$ cat src/sdc_pkg.sv
package sdc_pkg;

  // ---------------------------------------------------------------
  // special function register addresses
  // ---------------------------------------------------------------
  localparam logic [7:0] ADDR_AUX_CONFIG      = 8'hD3;
  localparam logic [7:0] ADDR_DECIMATION      = 8'hD4;
  localparam logic [7:0] ADDR_PRI_RESULT_MID  = 8'hDA;
  localparam logic [7:0] ADDR_PRI_RESULT_HIGH = 8'hDB;
  localparam logic [7:0] ADDR_AUX_RESULT_LOW  = 8'hDC;
  localparam logic [7:0] ADDR_AUX_RESULT_HIGH = 8'hDD;
  localparam logic [7:0] ADDR_PRI_OFFSET_MID  = 8'hE2;
  localparam logic [7:0] ADDR_PRI_OFFSET_HIGH = 8'hE3;
  localparam logic [7:0] ADDR_AUX_OFFSET_LOW  = 8'hE4;
  localparam logic [7:0] ADDR_AUX_OFFSET_HIGH = 8'hE5;
  localparam logic [7:0] ADDR_PRI_GAIN_MID    = 8'hEA;
  localparam logic [7:0] ADDR_PRI_GAIN_HIGH   = 8'hEB;
  localparam logic [7:0] ADDR_AUX_GAIN_LOW    = 8'hEC;
  localparam logic [7:0] ADDR_AUX_GAIN_HIGH   = 8'hED;

  // ---------------------------------------------------------------
  // auxiliary config field positions and channel codes
  // ---------------------------------------------------------------
  localparam int          AUX_EXT_REF_BIT  = 6;
  localparam int          AUX_CH_HI_BIT    = 5;
  localparam int          AUX_CH_LO_BIT    = 4;
  localparam int          AUX_UNIPOLAR_BIT = 3;
  localparam logic [7:0]  AUX_CONFIG_MASK  = 8'h78;
  localparam logic [1:0]  AUX_CH_IN_THREE  = 2'h0;
  localparam logic [1:0]  AUX_CH_IN_FOUR   = 2'h1;
  localparam logic [1:0]  AUX_CH_TEMP      = 2'h2;
  localparam logic [1:0]  AUX_CH_IN_FIVE   = 2'h3;

  // ---------------------------------------------------------------
  // reset values and coding constants
  // ---------------------------------------------------------------
  localparam logic [7:0]  AUX_CONFIG_RESET = 8'h00;
  localparam logic [7:0]  RESULT_RESET     = 8'h00;
  localparam logic [15:0] OFFSET_RESET     = 16'h8000;
  localparam logic [15:0] BIPOLAR_ZERO     = 16'h8000;
  localparam logic [15:0] UNIPOLAR_ZERO    = 16'h0000;
  localparam logic [7:0]  TEMP_ZERO_HIGH   = 8'h80;
  localparam logic [7:0]  DECIMATION_RESET = 8'h45;
  localparam logic [7:0]  DECIMATION_CAL   = 8'hFF;
  localparam logic [7:0]  READ_UNMAPPED    = 8'h00;

  // ---------------------------------------------------------------
  // converter mode field codes
  // ---------------------------------------------------------------
  localparam logic [2:0]  MODE_POWER_DOWN  = 3'h0;
  localparam logic [2:0]  MODE_INT_ZERO    = 3'h4;
  localparam logic [2:0]  MODE_INT_FULL    = 3'h5;
  localparam logic [2:0]  MODE_SYS_ZERO    = 3'h6;
  localparam logic [2:0]  MODE_SYS_FULL    = 3'h7;

  // ---------------------------------------------------------------
  // timing: modulator clock and conversion period
  // ---------------------------------------------------------------
  localparam int          CLOCK_HZ         = 200_000_000;
  localparam int          MOD_CLOCK_HZ     = 32_768;
  localparam int          MOD_DIV_CYCLES   = CLOCK_HZ / MOD_CLOCK_HZ;
  localparam int          CHOP_FACTOR      = 3;
  localparam int          DECIM_STEP       = 8;
  localparam int          SETTLE_PERIODS   = 2;
  localparam int          PERIOD_W         = 13;

  // controller states
  typedef enum logic [1:0] {
    SDC_IDLE = 2'b00,
    SDC_CONV = 2'b01,
    SDC_CAL  = 2'b10
  } sdc_state_e;

endpackage : sdc_pkg

$ cat src/sdc_rate_gen.sv
`timescale 1ns/1ps
// conversion period timer for one converter
module sdc_rate_gen
(
  // clock and reset
  input  wire logic       clock,
  input  wire logic       rst_b,
  // control
  input  wire logic       mod_tick,
  input  wire logic       run,
  input  wire logic [7:0] decim,
  // events
  output logic            period_tick,
  output logic            data_ready
);

  logic [sdc_pkg::PERIOD_W-1:0] count_q;
  logic [sdc_pkg::PERIOD_W-1:0] period_len;
  logic [1:0]                   settled_q;

  // one conversion period is 3 x 8 x decimation modulator ticks
  assign period_len = sdc_pkg::PERIOD_W'(sdc_pkg::CHOP_FACTOR * sdc_pkg::DECIM_STEP) * {5'h00, decim};
  assign period_tick = run && mod_tick && (count_q == period_len - 13'h0001);
  // chopped inputs: valid only from the second period on
  assign data_ready = period_tick && (settled_q >= 2'(sdc_pkg::SETTLE_PERIODS - 1));

  // period counter
  always_ff @(posedge clock or negedge rst_b)
  begin
    if (!rst_b)
      count_q <= '0;
    else if (!run)
      count_q <= '0;
    else if (mod_tick)
      count_q <= period_tick ? '0 : count_q + 13'h0001;
  end

  // settling counter, restarts with every run
  always_ff @(posedge clock or negedge rst_b)
  begin
    if (!rst_b)
      settled_q <= '0;
    else if (!run)
      settled_q <= '0;
    else if (period_tick && settled_q != 2'h3)
      settled_q <= settled_q + 2'h1;
  end

endmodule // sdc_rate_gen

$ cat src/sdc_conv_ctrl.sv
`timescale 1ns/1ps
module sdc_conv_ctrl
#(
  parameter int           MOD_DIV        = sdc_pkg::MOD_DIV_CYCLES,
  parameter logic [15:0]  PRI_GAIN_RESET = 16'h5000,  // arbitrary factory value
  parameter logic [15:0]  AUX_GAIN_RESET = 16'h5000   // arbitrary factory value
)
(
  // clock and reset
  input  wire logic        clock,
  input  wire logic        rst_b,
  // special function register port
  input  wire logic [7:0]  sfr_addr,
  input  wire logic        sfr_wr,
  input  wire logic [7:0]  sfr_wdata,
  input  wire logic        sfr_rd,
  output logic [7:0]       sfr_rdata,
  // converter mode control
  input  wire logic [2:0]  conversion_mode_field,
  input  wire logic        pri_enable,
  input  wire logic        aux_enable,
  output logic             mode_clear,
  // filter samples, signed
  input  wire logic [15:0] pri_sample,
  input  wire logic [15:0] aux_sample,
  input  wire logic [7:0]  temp_degrees,
  input  wire logic [15:0] pri_cal_word,
  input  wire logic [15:0] aux_cal_word,
  // analog routing
  output logic             aux_external_ref_select,
  output logic             aux_channel_sel_hi,
  output logic             aux_channel_sel_lo,
  output logic             aux_temp_route,
  output logic             mod_tick_out,
  // status events
  output logic             pri_done_flag,
  output logic             aux_done_flag,
  output logic             aux_fault_flag
);

  // ---------------------------------------------------------------
  // registers and state
  // ---------------------------------------------------------------
  sdc_pkg::sdc_state_e state_q;
  logic [7:0]          aux_config_q;
  logic [7:0]          decimation_q;
  logic [15:0]         pri_result_q;
  logic [15:0]         aux_result_q;
  logic [15:0]         pri_offset_q;
  logic [15:0]         aux_offset_q;
  logic [15:0]         pri_gain_q;
  logic [15:0]         aux_gain_q;
  logic [12:0]         div_q;
  logic                mod_tick;
  logic                mode_idle;
  logic                mode_cal;
  logic                mode_full;
  logic                pri_run;
  logic                aux_run;
  logic [7:0]          decim_eff;
  logic                pri_ready;
  logic                aux_ready;
  logic                temp_sel;
  logic                pri_cal_done;
  logic                aux_cal_done;
  logic                aux_cal_ok;
  logic [15:0]         aux_code;
  logic                coef_wr;
  logic [7:0]          rdata_q;

  // mode decode and run enables
  assign mode_idle = (conversion_mode_field == sdc_pkg::MODE_POWER_DOWN);
  assign mode_cal  = conversion_mode_field[2];
  assign mode_full = conversion_mode_field[0];
  assign temp_sel  = ({aux_config_q[sdc_pkg::AUX_CH_HI_BIT], aux_config_q[sdc_pkg::AUX_CH_LO_BIT]}
                      == sdc_pkg::AUX_CH_TEMP);
  assign pri_run   = !mode_idle && pri_enable && state_q != sdc_pkg::SDC_IDLE;
  assign aux_run   = !mode_idle && aux_enable && state_q != sdc_pkg::SDC_IDLE;
  // calibration borrows the slowest rate, programmed value untouched
  assign decim_eff = (state_q == sdc_pkg::SDC_CAL) ? sdc_pkg::DECIMATION_CAL : decimation_q;
  // coefficient writes only land in power-down
  assign coef_wr   = sfr_wr && mode_idle;

  // ---------------------------------------------------------------
  // modulator clock enable
  // ---------------------------------------------------------------
  always_ff @(posedge clock or negedge rst_b)
  begin
    if (!rst_b)
      div_q <= '0;
    else if (div_q == 13'(MOD_DIV - 1))
      div_q <= '0;
    else
      div_q <= div_q + 13'h0001;
  end

  // tick marks the last clock of each modulator period
  assign mod_tick     = (div_q == 13'(MOD_DIV - 1));
  assign mod_tick_out = mod_tick;

  // one period timer per converter, shared decimation
  sdc_rate_gen u_pri_rate
  (
    .clock       (clock),
    .rst_b       (rst_b),
    .mod_tick    (mod_tick),
    .run         (pri_run),
    .decim       (decim_eff),
    .period_tick (),
    .data_ready  (pri_ready)
  );

  sdc_rate_gen u_aux_rate
  (
    .clock       (clock),
    .rst_b       (rst_b),
    .mod_tick    (mod_tick),
    .run         (aux_run),
    .decim       (decim_eff),
    .period_tick (),
    .data_ready  (aux_ready)
  );

  // ---------------------------------------------------------------
  // mode sequencing
  // ---------------------------------------------------------------
  // calibration ends on the first valid period; temp sensor blocks the aux update
  assign pri_cal_done = (state_q == sdc_pkg::SDC_CAL) && pri_ready;
  assign aux_cal_done = (state_q == sdc_pkg::SDC_CAL) && aux_ready;
  assign aux_cal_ok   = aux_cal_done && !temp_sel;

  // state follows the mode field; calibration ends itself
  always_ff @(posedge clock or negedge rst_b)
  begin
    if (!rst_b)
      state_q <= sdc_pkg::SDC_IDLE;
    else
    begin
      unique case (state_q)
        // hold off while mode_clear is pending; the field returns to 000 a cycle later
        sdc_pkg::SDC_IDLE:
          if (!mode_idle && !mode_clear)
            state_q <= mode_cal ? sdc_pkg::SDC_CAL : sdc_pkg::SDC_CONV;
        sdc_pkg::SDC_CONV:
          if (mode_idle)
            state_q <= sdc_pkg::SDC_IDLE;
        sdc_pkg::SDC_CAL:
          if (mode_idle || pri_cal_done || aux_cal_done)
            state_q <= sdc_pkg::SDC_IDLE;
        default:
          state_q <= sdc_pkg::SDC_IDLE;
      endcase
    end
  end

  // completion events and request to return the mode field to 000
  always_ff @(posedge clock or negedge rst_b)
  begin
    if (!rst_b)
    begin
      mode_clear     <= 1'b0;
      pri_done_flag  <= 1'b0;
      aux_done_flag  <= 1'b0;
      aux_fault_flag <= 1'b0;
    end
    else
    begin
      mode_clear     <= pri_cal_done || aux_cal_done;
      pri_done_flag  <= pri_ready;
      aux_done_flag  <= aux_ready;
      aux_fault_flag <= aux_cal_done && temp_sel;
    end
  end

  // ---------------------------------------------------------------
  // configuration registers
  // ---------------------------------------------------------------
  // aux config, reserved bits masked off
  always_ff @(posedge clock or negedge rst_b)
  begin
    if (!rst_b)
      aux_config_q <= sdc_pkg::AUX_CONFIG_RESET;
    else if (sfr_wr && sfr_addr == sdc_pkg::ADDR_AUX_CONFIG)
      aux_config_q <= sfr_wdata & sdc_pkg::AUX_CONFIG_MASK;  // reserved bits stay zero
  end

  // decimation factor, locked while converting
  always_ff @(posedge clock or negedge rst_b)
  begin
    if (!rst_b)
      decimation_q <= sdc_pkg::DECIMATION_RESET;
    else if (sfr_wr && sfr_addr == sdc_pkg::ADDR_DECIMATION && !pri_run && !aux_run)
      decimation_q <= sfr_wdata;  // range kept by software
  end

  // analog routing from the config bits
  assign aux_external_ref_select = aux_config_q[sdc_pkg::AUX_EXT_REF_BIT];
  assign aux_channel_sel_hi      = aux_config_q[sdc_pkg::AUX_CH_HI_BIT];
  assign aux_channel_sel_lo      = aux_config_q[sdc_pkg::AUX_CH_LO_BIT];
  assign aux_temp_route          = temp_sel;

  // ---------------------------------------------------------------
  // result coding and result registers
  // ---------------------------------------------------------------
  // aux coding: temp sensor, unipolar clamp or bipolar offset
  always_comb
  begin
    if (temp_sel)
      aux_code = {sdc_pkg::TEMP_ZERO_HIGH + temp_degrees, 8'h00};
    else if (aux_config_q[sdc_pkg::AUX_UNIPOLAR_BIT])
      aux_code = aux_sample[15] ? sdc_pkg::UNIPOLAR_ZERO : aux_sample;
    else
      aux_code = aux_sample ^ sdc_pkg::BIPOLAR_ZERO;
  end

  // results change only from the converter side
  always_ff @(posedge clock or negedge rst_b)
  begin
    if (!rst_b)
    begin
      pri_result_q <= {sdc_pkg::RESULT_RESET, sdc_pkg::RESULT_RESET};
      aux_result_q <= {sdc_pkg::RESULT_RESET, sdc_pkg::RESULT_RESET};
    end
    else if (state_q == sdc_pkg::SDC_CONV)
    begin
      if (pri_ready)
        pri_result_q <= pri_sample ^ sdc_pkg::BIPOLAR_ZERO;
      if (aux_ready)
        aux_result_q <= aux_code;
    end
  end

  // ---------------------------------------------------------------
  // calibration coefficients
  // ---------------------------------------------------------------
  // primary offset, calibration wins over a software write
  always_ff @(posedge clock or negedge rst_b)
  begin
    if (!rst_b)
      pri_offset_q <= sdc_pkg::OFFSET_RESET;
    else if (pri_cal_done && !mode_full)
      pri_offset_q <= pri_cal_word;
    else if (coef_wr && sfr_addr == sdc_pkg::ADDR_PRI_OFFSET_MID)
      pri_offset_q[7:0] <= sfr_wdata;
    else if (coef_wr && sfr_addr == sdc_pkg::ADDR_PRI_OFFSET_HIGH)
      pri_offset_q[15:8] <= sfr_wdata;
  end

  // aux offset, left alone by a failed temp sensor calibration
  always_ff @(posedge clock or negedge rst_b)
  begin
    if (!rst_b)
      aux_offset_q <= sdc_pkg::OFFSET_RESET;
    else if (aux_cal_ok && !mode_full)
      aux_offset_q <= aux_cal_word;
    else if (coef_wr && sfr_addr == sdc_pkg::ADDR_AUX_OFFSET_LOW)
      aux_offset_q[7:0] <= sfr_wdata;
    else if (coef_wr && sfr_addr == sdc_pkg::ADDR_AUX_OFFSET_HIGH)
      aux_offset_q[15:8] <= sfr_wdata;
  end

  // primary gain, full-scale calibration only
  always_ff @(posedge clock or negedge rst_b)
  begin
    if (!rst_b)
      pri_gain_q <= PRI_GAIN_RESET;
    else if (pri_cal_done && mode_full)
      pri_gain_q <= pri_cal_word;
    else if (coef_wr && sfr_addr == sdc_pkg::ADDR_PRI_GAIN_MID)
      pri_gain_q[7:0] <= sfr_wdata;
    else if (coef_wr && sfr_addr == sdc_pkg::ADDR_PRI_GAIN_HIGH)
      pri_gain_q[15:8] <= sfr_wdata;
  end

  // aux gain, full-scale calibration only
  always_ff @(posedge clock or negedge rst_b)
  begin
    if (!rst_b)
      aux_gain_q <= AUX_GAIN_RESET;
    else if (aux_cal_ok && mode_full)
      aux_gain_q <= aux_cal_word;
    else if (coef_wr && sfr_addr == sdc_pkg::ADDR_AUX_GAIN_LOW)
      aux_gain_q[7:0] <= sfr_wdata;
    else if (coef_wr && sfr_addr == sdc_pkg::ADDR_AUX_GAIN_HIGH)
      aux_gain_q[15:8] <= sfr_wdata;
  end

  // ---------------------------------------------------------------
  // read port
  // ---------------------------------------------------------------
  // read mux, unmapped addresses read as zero
  always_ff @(posedge clock or negedge rst_b)
  begin
    if (!rst_b)
      rdata_q <= sdc_pkg::READ_UNMAPPED;
    else if (sfr_rd)
    begin
      unique case (sfr_addr)
        sdc_pkg::ADDR_AUX_CONFIG:      rdata_q <= aux_config_q;
        sdc_pkg::ADDR_DECIMATION:      rdata_q <= decimation_q;
        sdc_pkg::ADDR_PRI_RESULT_MID:  rdata_q <= pri_result_q[7:0];
        sdc_pkg::ADDR_PRI_RESULT_HIGH: rdata_q <= pri_result_q[15:8];
        sdc_pkg::ADDR_AUX_RESULT_LOW:  rdata_q <= aux_result_q[7:0];
        sdc_pkg::ADDR_AUX_RESULT_HIGH: rdata_q <= aux_result_q[15:8];
        sdc_pkg::ADDR_PRI_OFFSET_MID:  rdata_q <= pri_offset_q[7:0];
        sdc_pkg::ADDR_PRI_OFFSET_HIGH: rdata_q <= pri_offset_q[15:8];
        sdc_pkg::ADDR_AUX_OFFSET_LOW:  rdata_q <= aux_offset_q[7:0];
        sdc_pkg::ADDR_AUX_OFFSET_HIGH: rdata_q <= aux_offset_q[15:8];
        sdc_pkg::ADDR_PRI_GAIN_MID:    rdata_q <= pri_gain_q[7:0];
        sdc_pkg::ADDR_PRI_GAIN_HIGH:   rdata_q <= pri_gain_q[15:8];
        sdc_pkg::ADDR_AUX_GAIN_LOW:    rdata_q <= aux_gain_q[7:0];
        sdc_pkg::ADDR_AUX_GAIN_HIGH:   rdata_q <= aux_gain_q[15:8];
        default:                       rdata_q <= sdc_pkg::READ_UNMAPPED;
      endcase
    end
  end

  // registered read data straight to the port
  assign sfr_rdata = rdata_q;

endmodule // sdc_conv_ctrl

$ cat config.mk
export PLATFORM = sky130hd
export DESIGN_NAME = sdc_conv_ctrl
export DESIGN_NICKNAME = d
export VERILOG_FILES = /design/src/sdc_pkg.sv /design/src/sdc_rate_gen.sv /design/src/sdc_conv_ctrl.sv
export SDC_FILE = /design/constraint.sdc
export NUM_CORES = 1
export LEC_CHECK = 0
export BUFFER_PORTS_ARGS = -buffer_cell sky130_fd_sc_hd__buf_2
export CORE_ASPECT_RATIO = 1.5
export CORE_MARGIN = 2
export CORE_UTILIZATION = 50
export DETAILED_ROUTE_END_ITERATION = 16
export MAX_ROUTING_LAYER = met4
export PLACE_DENSITY = 0.78
export SYNTH_ARGS = -nofsm -noshare
export SYNTH_HDL_FRONTEND = slang
export SYNTH_SLANG_ARGS = --single-unit
$ cat constraint.sdc
create_clock -name clock -period 13.2 [get_ports clock]
set_clock_uncertainty 0.15 [all_clocks]
set_input_delay 1.32 -clock clock [delete_from_list [all_inputs] [get_ports clock]]
set_output_delay 1.32 -clock clock [all_outputs]
set_load 0.01 [all_outputs]
==> results of run 1 <==
[final timing paths]
kind                                          to  depth (start not counted)       start
max                                pri_gain_q[0]                         12  state_q[0]
min                                    div_q[11]                          1   div_q[11]
max reg2reg                        pri_gain_q[0]                         12  state_q[0]
min reg2reg                            div_q[11]                          1   div_q[11]
max in group asynchronous           sfr_rdata[0]                          2       rst_b
min in group asynchronous  u_pri_rate.count_q[0]                          1       rst_b
[stage by stage]
stage | setup slack, ns | instances | power [mW]
5_1_grt | 7.10 | 1255 | 1.51
3_3_place_gp | 7.73 | 1223 | 0.958
6_report | 7.55 | 1255 | 1.45
2_1_floorplan | 8.62 | 886 | 0.864
4_1_cts | 7.56 | 1255 | 1.45
3_5_place_dp | 7.59 | 1223 | 0.965
[flip-flops by register name (all words and copies together) (netlist names), 13 cells and up]
name                count
pri_result_q           16
u_aux_rate.count_q     13
div_q                  13
pri_gain_q             16
aux_offset_q           16
u_pri_rate.count_q     13
aux_gain_q             16
aux_result_q           16
pri_offset_q           16
[logic make-up after synthesis]
kind of cell | after synthesis | share of synthesized area
AND/OR/NAND/NOR | 275 | 0.149
multiplexers | 183 | 0.213
flip-flops | 165 | 0.426
AO/OA/AOI/OAI | 143 | 0.119
buffers and inverters | 66 | 0.0308
XOR/XNOR | 41 | 0.0454
adder cells (fa/ha/maj) | 13 | 0.0167
[worst max-delay path, cell delays in order (launching register included)]
cell,delay (ns)
dfrtp_1,0.40
nand2b_1,0.51
nand2b_1,0.17
ha_1,0.44
inv_1,0.13
o221ai_2,0.28
nor2_2,0.08
xnor2_1,0.37
nor3_1,0.16
or4b_2,0.72
a31oi_2,0.63
nand4_1,0.90
mux2_2,0.58
[synthesized netlist by cell type, types with 4 or more instances]
cell type | n | area share
dfrtp_1 | 156 | 0.40
mux2_2 | 140 | 0.16
nand2_1 | 66 | 0.025
nor2_1 | 64 | 0.025
nand3_1 | 32 | 0.016
a221oi_1 | 26 | 0.023
clkbuf_1 | 25 | 0.0097
inv_1 | 23 | 0.0089
mux2i_1 | 20 | 0.021
nor3_1 | 20 | 0.010
xnor2_1 | 20 | 0.018
a22o_1 | 18 | 0.016
o21ai_0 | 17 | 0.0088
and3_1 | 16 | 0.010
xor2_1 | 15 | 0.014
ha_1 | 13 | 0.017
mux2_1 | 13 | 0.015
nand2b_1 | 13 | 0.0084
a21oi_1 | 11 | 0.0057
a21o_1 | 10 | 0.0077
mux2_4 | 10 | 0.015
and2_1 | 9 | 0.0058
dfstp_2 | 9 | 0.024
a41oi_1 | 8 | 0.0072
buf_1 | 8 | 0.0031
nand4_1 | 7 | 0.0045
o221ai_1 | 7 | 0.0063
a22oi_1 | 6 | 0.0046
buf_6 | 6 | 0.0069
or3_1 | 6 | 0.0039
nor2b_1 | 5 | 0.0032
o31ai_1 | 5 | 0.0039
a222oi_1 | 4 | 0.0041
nor4_1 | 4 | 0.0026
o21a_1 | 4 | 0.0031
[per-layer routing]
layer  GRT usage  share of wire
met1       0.294           0.36
met5           -              0
met4       0.204          0.080
met2       0.479           0.52
met3      0.0408          0.048
[layout make-up]
cell class,instances,area (sq um)
inverters,24,90.1
well taps,256,320
flip-flops and latches,165,4140
fillers,1631,8030
repair buffers,123,647
clock inverters,15,138
clock buffers,17,425
multi-input cells,655,5290
[power breakdown]
| group | total [mW] | leakage [nW] | switching [mW] | internal, mW |
|---|---|---|---|---|
| logic | 0.438 | 2.90 | 0.281 | 0.158 |
| clock network | 0.484 | 0.272 | 0.234 | 0.249 |
| registers | 0.524 | 2.19 | 0.00998 | 0.514 |
[layout by cell type (no fill, tap or decap), types with 10 or more instances in the layout]
cell / synthesis / final
nand2_1: 66 / 66
ha_1: 13 / 13
mux2_1: 13 / 13
buf_2: 2 / 112
and3_1: 16 / 16
buf_4: 1 / 10
a221oi_1: 26 / 26
nor2_1: 64 / 64
nand2b_1: 13 / 13
o21ai_0: 17 / 17
clkbuf_16: 0 / 17
dfrtp_1: 156 / 156
nand3_1: 32 / 32
mux2i_1: 20 / 20
nor3_1: 20 / 18
a21o_1: 10 / 10
mux2_4: 10 / 10
a21oi_1: 11 / 11
mux2_2: 140 / 140
xor2_1: 15 / 15
inv_1: 23 / 23
a22o_1: 18 / 18
xnor2_1: 20 / 20
==> impl_table.tex, run 1 <==
\begin{tabular}{lr}
\hline
Metric & Value \\
\hline
\multicolumn{2}{l}{\textbf{Worst hold path}} \\
\quad Type of the tightest min-delay check & reg -> reg \\
\multicolumn{2}{l}{\textbf{STA}} \\
\quad Worst hold slack across all endpoints & 0.350 ns \\
\quad Relative slew slack & 0.264 \\
\quad RSZ-0062 raised after global routing & no \\
\quad Number of pins exceeding their max-slew limit in the final report & 0 \\
\quad Final count of negative-setup-slack endpoints & 0 \\
\quad Setup TNS & 0 ns \\
\quad Fmax achieved & 0.177 GHz \\
\quad Time the final worst path needs with I/O delays and setup & 5.65 ns \\
\quad Final Hold Vio Count & 0 \\
\quad Fraction of the cycle the final worst path needs & 0.428 \\
\quad Pin slew with the least headroom to its limit & 1.10 ns \\
\multicolumn{2}{l}{\textbf{Status}} \\
\quad Result of the run & completed \\
\multicolumn{2}{l}{\textbf{GRT}} \\
\quad Gr ovfl total & 0 \\
\quad Wire length of the first global-routing pass & 43,100 um \\
\quad Initial antenna violation count & 0 \\
\quad Via count of the first global-routing pass & 7,850 \\
\quad Maximum number of pins on one net before global-route repair & 107 \\
\quad Global-route total usage across every layer & 0.280 \\
\multicolumn{2}{l}{\textbf{Drt}} \\
\quad Number of nets with antenna violations after routing & 0 \\
\quad First-pass iteration count of the detailed router & 5 \\
\quad Routed WL & 27,300 um \\
\quad Number of vias in the routed layout & 7,697 \\
\quad Routed wire length per instance & 21.8 um \\
\quad Count of routing violations after the opening detailed-route iteration & 526 \\
\quad DRC viols & 0 \\
\quad Via density per instance & 6.13 \\
\multicolumn{2}{l}{\textbf{Yosys}} \\
\quad Count of flip-flops with a built-in enable after synthesis & 0 \\
\quad Synth Area per Inst & 11.0 sq um \\
\quad Flop and latch count out of synthesis & 165 \\
\quad Library cells used by synthesis & 86 \\
\quad Nets in the synthesized netlist & 996 \\
\quad Mapped Area & 0.00972 sq mm \\
\quad Ys async rst share & 1.00 \\
\quad Leading register cell type out of synthesis & dfrtp\_1 \\
\quad Syn Inst Count & 886 \\
\quad Number of warnings issued by yosys & 0 \\
\quad Sequential cell area fraction in the yosys report & 0.426 \\
\multicolumn{2}{l}{\textbf{Critical path}} \\
\quad Signal arrival time at the worst endpoint & 5.82 ns \\
\quad Startpoint type of the worst setup path & register \\
\quad Register-to-register setup slack & 7.55 ns \\
\quad Crit Path Category & reg -> reg \\
\quad CP Max Fanout & 16 \\
\quad Crit end category & register \\
\quad Worst endpoint required time & 13.37 ns \\
\multicolumn{2}{l}{\textbf{Power}} \\
\quad VDD IR max & 89.0 uV \\
\quad P per Cell Area & 131 mW/mm\^{}2 \\
\quad Leakage & 5.37 nW \\
\multicolumn{2}{l}{\textbf{Final layout}} \\
\quad Signed area change from the synthesized netlist to the final layout & 13.7\% \\
\quad Antenna diodes & 0 \\
\quad Final cell area excluding filler cells & 0.0111 sq mm \\
\quad Layout cells sized above 1 & 0.344 \\
\quad Final \#Nets & 1,096 \\
\quad Final core utilization & 0.579 \\
\multicolumn{2}{l}{\textbf{Floorplanning}} \\
\quad Y dimension of the die & 175 um \\
\quad Boundary pin count & 114 \\
\quad Initial core utilization & 0.510 \\
\quad Floorplan core area & 0.0191 sq mm \\
\quad Row cnt & 62 \\
\quad Die Outline Area & 0.0206 sq mm \\
\quad Die X & 118 um \\
\multicolumn{2}{l}{\textbf{CTS}} \\
\quad CTS clock-pin slew for the worst setup and hold paths & 0.07 ns \\
\quad Maximum buffer depth of the clock tree & 2 \\
\quad Clock tree from TritonCTS & yes \\
\quad TritonCTS buffer count & 17 \\
\quad Setup Fix Bufs, Post-CTS & 0 \\
\quad Clock latency reported for the late side of the worst-skew pair & 0.44 ns \\
\quad CTS Root Buffer Type & clkbuf\_16 \\
\quad Number of H-tree levels & 4 \\
\quad Hold Buf Count CTS & 0 \\
\quad Cts repair resizes & 0 \\
\quad CTS Sinks & 165 \\
\multicolumn{2}{l}{\textbf{Placement}} \\
\quad Placed cell area & 0.0105 sq mm \\
\quad Number of input and output port buffers inserted & 113 \\
\quad Final GP Congestion & 0.923 \\
\quad HPWL after detailed placement & 20,300 um \\
\multicolumn{2}{l}{\textbf{Run}} \\
\quad Max-cap viol count & 0 \\
\hline
\end{tabular}
Power figures use the tool's default switching activity.
==> run 2: changes to the inputs <==
--- a/config.mk
+++ b/config.mk
@@ -11,7 +11,7 @@
 export CORE_UTILIZATION = 50
 export DETAILED_ROUTE_END_ITERATION = 16
 export MAX_ROUTING_LAYER = met4
-export PLACE_DENSITY = 0.78
+export PLACE_DENSITY = 0.81
 export SYNTH_ARGS = -nofsm -noshare
 export SYNTH_HDL_FRONTEND = slang
 export SYNTH_SLANG_ARGS = --single-unit
==> constraint.sdc (replaced) <==
create_clock -name clock -period 4.66 [get_ports clock]
set_clock_uncertainty 0.15 [all_clocks]
set_input_delay 0.466 -clock clock [delete_from_list [all_inputs] [get_ports clock]]
set_output_delay 0.466 -clock clock [all_outputs]
set_load 0.01 [all_outputs]
==> run 2 against run 1 <==
  * Sequential power increased to 2.8 times the previous value
  * Global-route usage rose by 0.68 points
  * Largest cell class unchanged
  * Core utilization is 0.88 points higher
  * Via count grew 1.8%
  * First-iteration DRC count up 47%
  * Sequential cell count is the same
  * Count of clock-buffer cells in the layout rose by 4
  * Hold slack worse by 0.29 ns
  * Sequential share of layout area is 0.56 points lower
  * Total power increased to 2.9 times the previous value
  * Fmax is 28% higher
  * Final area is 1.5% higher
==> impl_table.tex, run 2 (synthesis gave the netlist of run 1 again) <==
\begin{tabular}{lr}
\hline
Metric & Value \\
\hline
\multicolumn{2}{l}{\textbf{Floorplanning}} \\
\quad Y dimension of the die & 175 um (unchanged) \\
\quad Row cnt & 62 (unchanged) \\
\quad Boundary pin count & 114 (unchanged) \\
\quad Initial core utilization & 0.510 (unchanged) \\
\quad Floorplan core area & 0.0191 sq mm (unchanged) \\
\quad Die Outline Area & 0.0206 sq mm (unchanged) \\
\quad Die X & 118 um (unchanged) \\
\multicolumn{2}{l}{\textbf{CTS}} \\
\quad TritonCTS buffer count & 17 (unchanged) \\
\quad Number of H-tree levels & 4 (unchanged) \\
\quad CTS clock-pin slew for the worst setup and hold paths & 0.07 ns (about the same) \\
\quad CTS Root Buffer Type & clkbuf\_16 \\
\quad Clock tree from TritonCTS & yes \\
\quad Clock latency reported for the late side of the worst-skew pair & 0.43 ns (about the same) \\
\quad CTS Sinks & 165 (unchanged) \\
\quad Maximum buffer depth of the clock tree & 2 (unchanged) \\
\quad Setup Fix Bufs, Post-CTS & 0 (unchanged) \\
\multicolumn{2}{l}{\textbf{Critical path}} \\
\quad Worst endpoint required time & 4.83 ns (-8.54 ns) \\
\quad Startpoint type of the worst setup path & register \\
\quad Reg-to-reg critical path endpoint & aux\_result\_q[11] \\
\quad Cell class contributing the biggest share of worst-path delay & simple AND/OR/NAND/NOR gates \\
\quad Register-to-register setup slack & 0.26 ns (-7.29 ns) \\
\quad Startpoint of the most critical register-to-register path & decimation\_q[0] \\
\quad Worst reg2reg path depth & 13 (+1) \\
\quad Critical path buffer and inverter count & 2 (+1) \\
\quad CP Max Fanout & 16 (unchanged) \\
\quad Cells along the critical path & nand2\_1 > nand2\_1 > ha\_1 > or3\_4 > nor3\_4 > nand3\_4 > or4\_4 > a211o\_1 > and3\_1 > buf\_4 > nor4b\_4 > buf\_4 > mux2\_2 \\
\quad Crit Path Category & reg -> reg \\
\quad Signal arrival time at the worst endpoint & 4.57 ns (-1.25 ns) \\
\quad Highest-delay cell along the critical path & dfstp\_2 \\
\quad Slowest stage delay, CP & 0.63 ns (-0.27 ns) \\
\quad Crit end category & register \\
\multicolumn{2}{l}{\textbf{STA}} \\
\quad Fmax achieved & 0.227 GHz (+28\%) \\
\quad Final Hold Vio Count & 0 (unchanged) \\
\quad Final count of negative-setup-slack endpoints & 0 (unchanged) \\
\quad Fraction of the cycle the final worst path needs & 0.944 (+0.516) \\
\quad Time the final worst path needs with I/O delays and setup & 4.40 ns (-1.25 ns) \\
\quad Setup TNS & 0 ns (unchanged) \\
\quad Number of pins exceeding their max-slew limit in the final report & 0 (unchanged) \\
\quad Relative slew slack & 0.319 (+0.0545) \\
\quad RSZ-0062 raised after global routing & no \\
\quad Pin slew with the least headroom to its limit & 1.01 ns (-0.0865 ns) \\
\multicolumn{2}{l}{\textbf{GRT}} \\
\quad Global-route total usage across every layer & 0.287 (+0.00676) \\
\quad Met2 GRT Util & 0.494 (+0.0148) \\
\quad Wire length of the first global-routing pass & 44,400 um (+3.0\%) \\
\quad Global routing met1 resource utilization & 0.303 (+0.00911) \\
\quad Most crowded layer after global routing & met2 \\
\quad Gr ovfl total & 0 (unchanged) \\
\quad Maximum number of pins on one net before global-route repair & 91 (-15\%) \\
\quad GR Util met3 & 0.0437 (+0.00294) \\
\quad Initial antenna violation count & 0 (unchanged) \\
\quad Via count of the first global-routing pass & 8,081 (+2.9\%) \\
\multicolumn{2}{l}{\textbf{Final layout}} \\
\quad Final \#Nets & 1,118 (+2.0\%) \\
\quad Signed area change from the synthesized netlist to the final layout & 15.4\% \\
\quad Layout cells sized above 1 & 0.354 (+0.00958) \\
\quad Commonest cells after routing, fill and taps aside & 156 x dfrtp\_1, 140 x mux2\_2, 112 x buf\_2 \\
\quad Antenna diodes & 0 (unchanged) \\
\quad Leading cell type in the layout, fill and taps excluded & dfrtp\_1 \\
\quad Final core utilization & 0.588 (+0.00879) \\
\multicolumn{2}{l}{\textbf{Drt}} \\
\quad Number of vias in the routed layout & 7,832 (+1.8\%) \\
\quad Via density per instance & 6.14 (about the same) \\
\quad Routed wire length per instance & 21.8 um (+0.35\%) \\
\quad Count of routing violations after the opening detailed-route iteration & 775 (+47\%) \\
\quad Routed WL & 27,900 um (+2.0\%) \\
\quad First-pass iteration count of the detailed router & 6 (+1) \\
\quad DRC viols & 0 (unchanged) \\
\quad Number of nets with antenna violations after routing & 0 (unchanged) \\
\multicolumn{2}{l}{\textbf{Worst hold path}} \\
\quad Hold Crit Endpoint & pri\_result\_q[15] \\
\quad Type of the tightest min-delay check & in -> reg \\
\quad Worst min-delay path startpoint & pri\_sample[15] \\
\quad Worst hold path cell count & 2 (+1) \\
\multicolumn{2}{l}{\textbf{Placement}} \\
\quad Number of input and output port buffers inserted & 113 (unchanged) \\
\quad Final GP Congestion & 0.930 (+0.69\%) \\
\quad HPWL after detailed placement & 20,600 um (+1.4\%) \\
\multicolumn{2}{l}{\textbf{Status}} \\
\quad Result of the run & completed \\
\multicolumn{2}{l}{\textbf{Power}} \\
\quad P per Cell Area & 371 mW/mm\^{}2 (+180\%) \\
\quad Leakage & 5.49 nW (+2.3\%) \\
\quad VDD IR max & 275 uV (+210\%) \\
\multicolumn{2}{l}{\textbf{Run}} \\
\quad Max-cap viol count & 0 (unchanged) \\
\hline
\end{tabular}
run 2: worst max path at each step:
stage | startpoint | end | cells after the start
2_1_floorplan | state_q[0] | aux_gain_q[0] | 15
3_3_place_gp | state_q[0] | aux_result_q[10] | 14
3_5_place_dp | state_q[0] | aux_result_q[11] | 14
4_1_cts | state_q[0] | aux_result_q[11] | 14
5_1_grt | state_q[0] | aux_result_q[15] | 14
6_report | decimation_q[0] | aux_result_q[11] | 13
run 2: layout make-up:
class	count	area (sq um)
Fill cell	1639	7860
Clock buffer	21	460
Inverter	24	90.1
Timing Repair Buffer	145	827
Multi-Input combinational cell	655	5290
Tap cell	256	320
Sequential cell	165	4140
Clock inverter	10	97.6
run 2: per-stage QoR:
step / total power, mW / std cells / worst slack, ns / hold slack, ns / cell area (sq um)
finish: 4.16 / 1276 / 0.259 / 0.0612 / 11200
global route: 4.34 / 1276 / 0.00167 / 0.0708 / 11200
CTS: 4.16 / 1276 / 0.132 / 0.0583 / 11200
detailed placement: 2.81 / 1244 / 0.173 / 0.348 / 10700
global placement: 2.79 / 1244 / 0.311 / 0.332 / 10700
floorplan: 2.45 / 886 / 0.0788 / 0.0204 / 9720
run 2: routing by layer:
metal / vias up / part of all wire / wire length [um]
met2: 335 / 0.51 / 14300
met4: 0 / 0.072 / 2010
met1: 3875 / 0.36 / 9990
met3: 103 / 0.055 / 1540
li1: 3519 / - / -
met5: - / 0 / 0
run 2: repair_timing:
item | CTS | global route
endpoints found under the setup margin | 0 | 28
hold endpoints to repair | 75 | 0
hold buffers | 1 | 0
gates resized for setup | 0 | 1
run 2: power by group:
group | total [mW] | switching, mW | internal [mW]
Sequential | 1.48 | 0.0249 | 1.46
Clock | 1.35 | 0.589 | 0.765
Combinational | 1.33 | 0.819 | 0.508
Total | 4.16 | 1.43 | 2.73
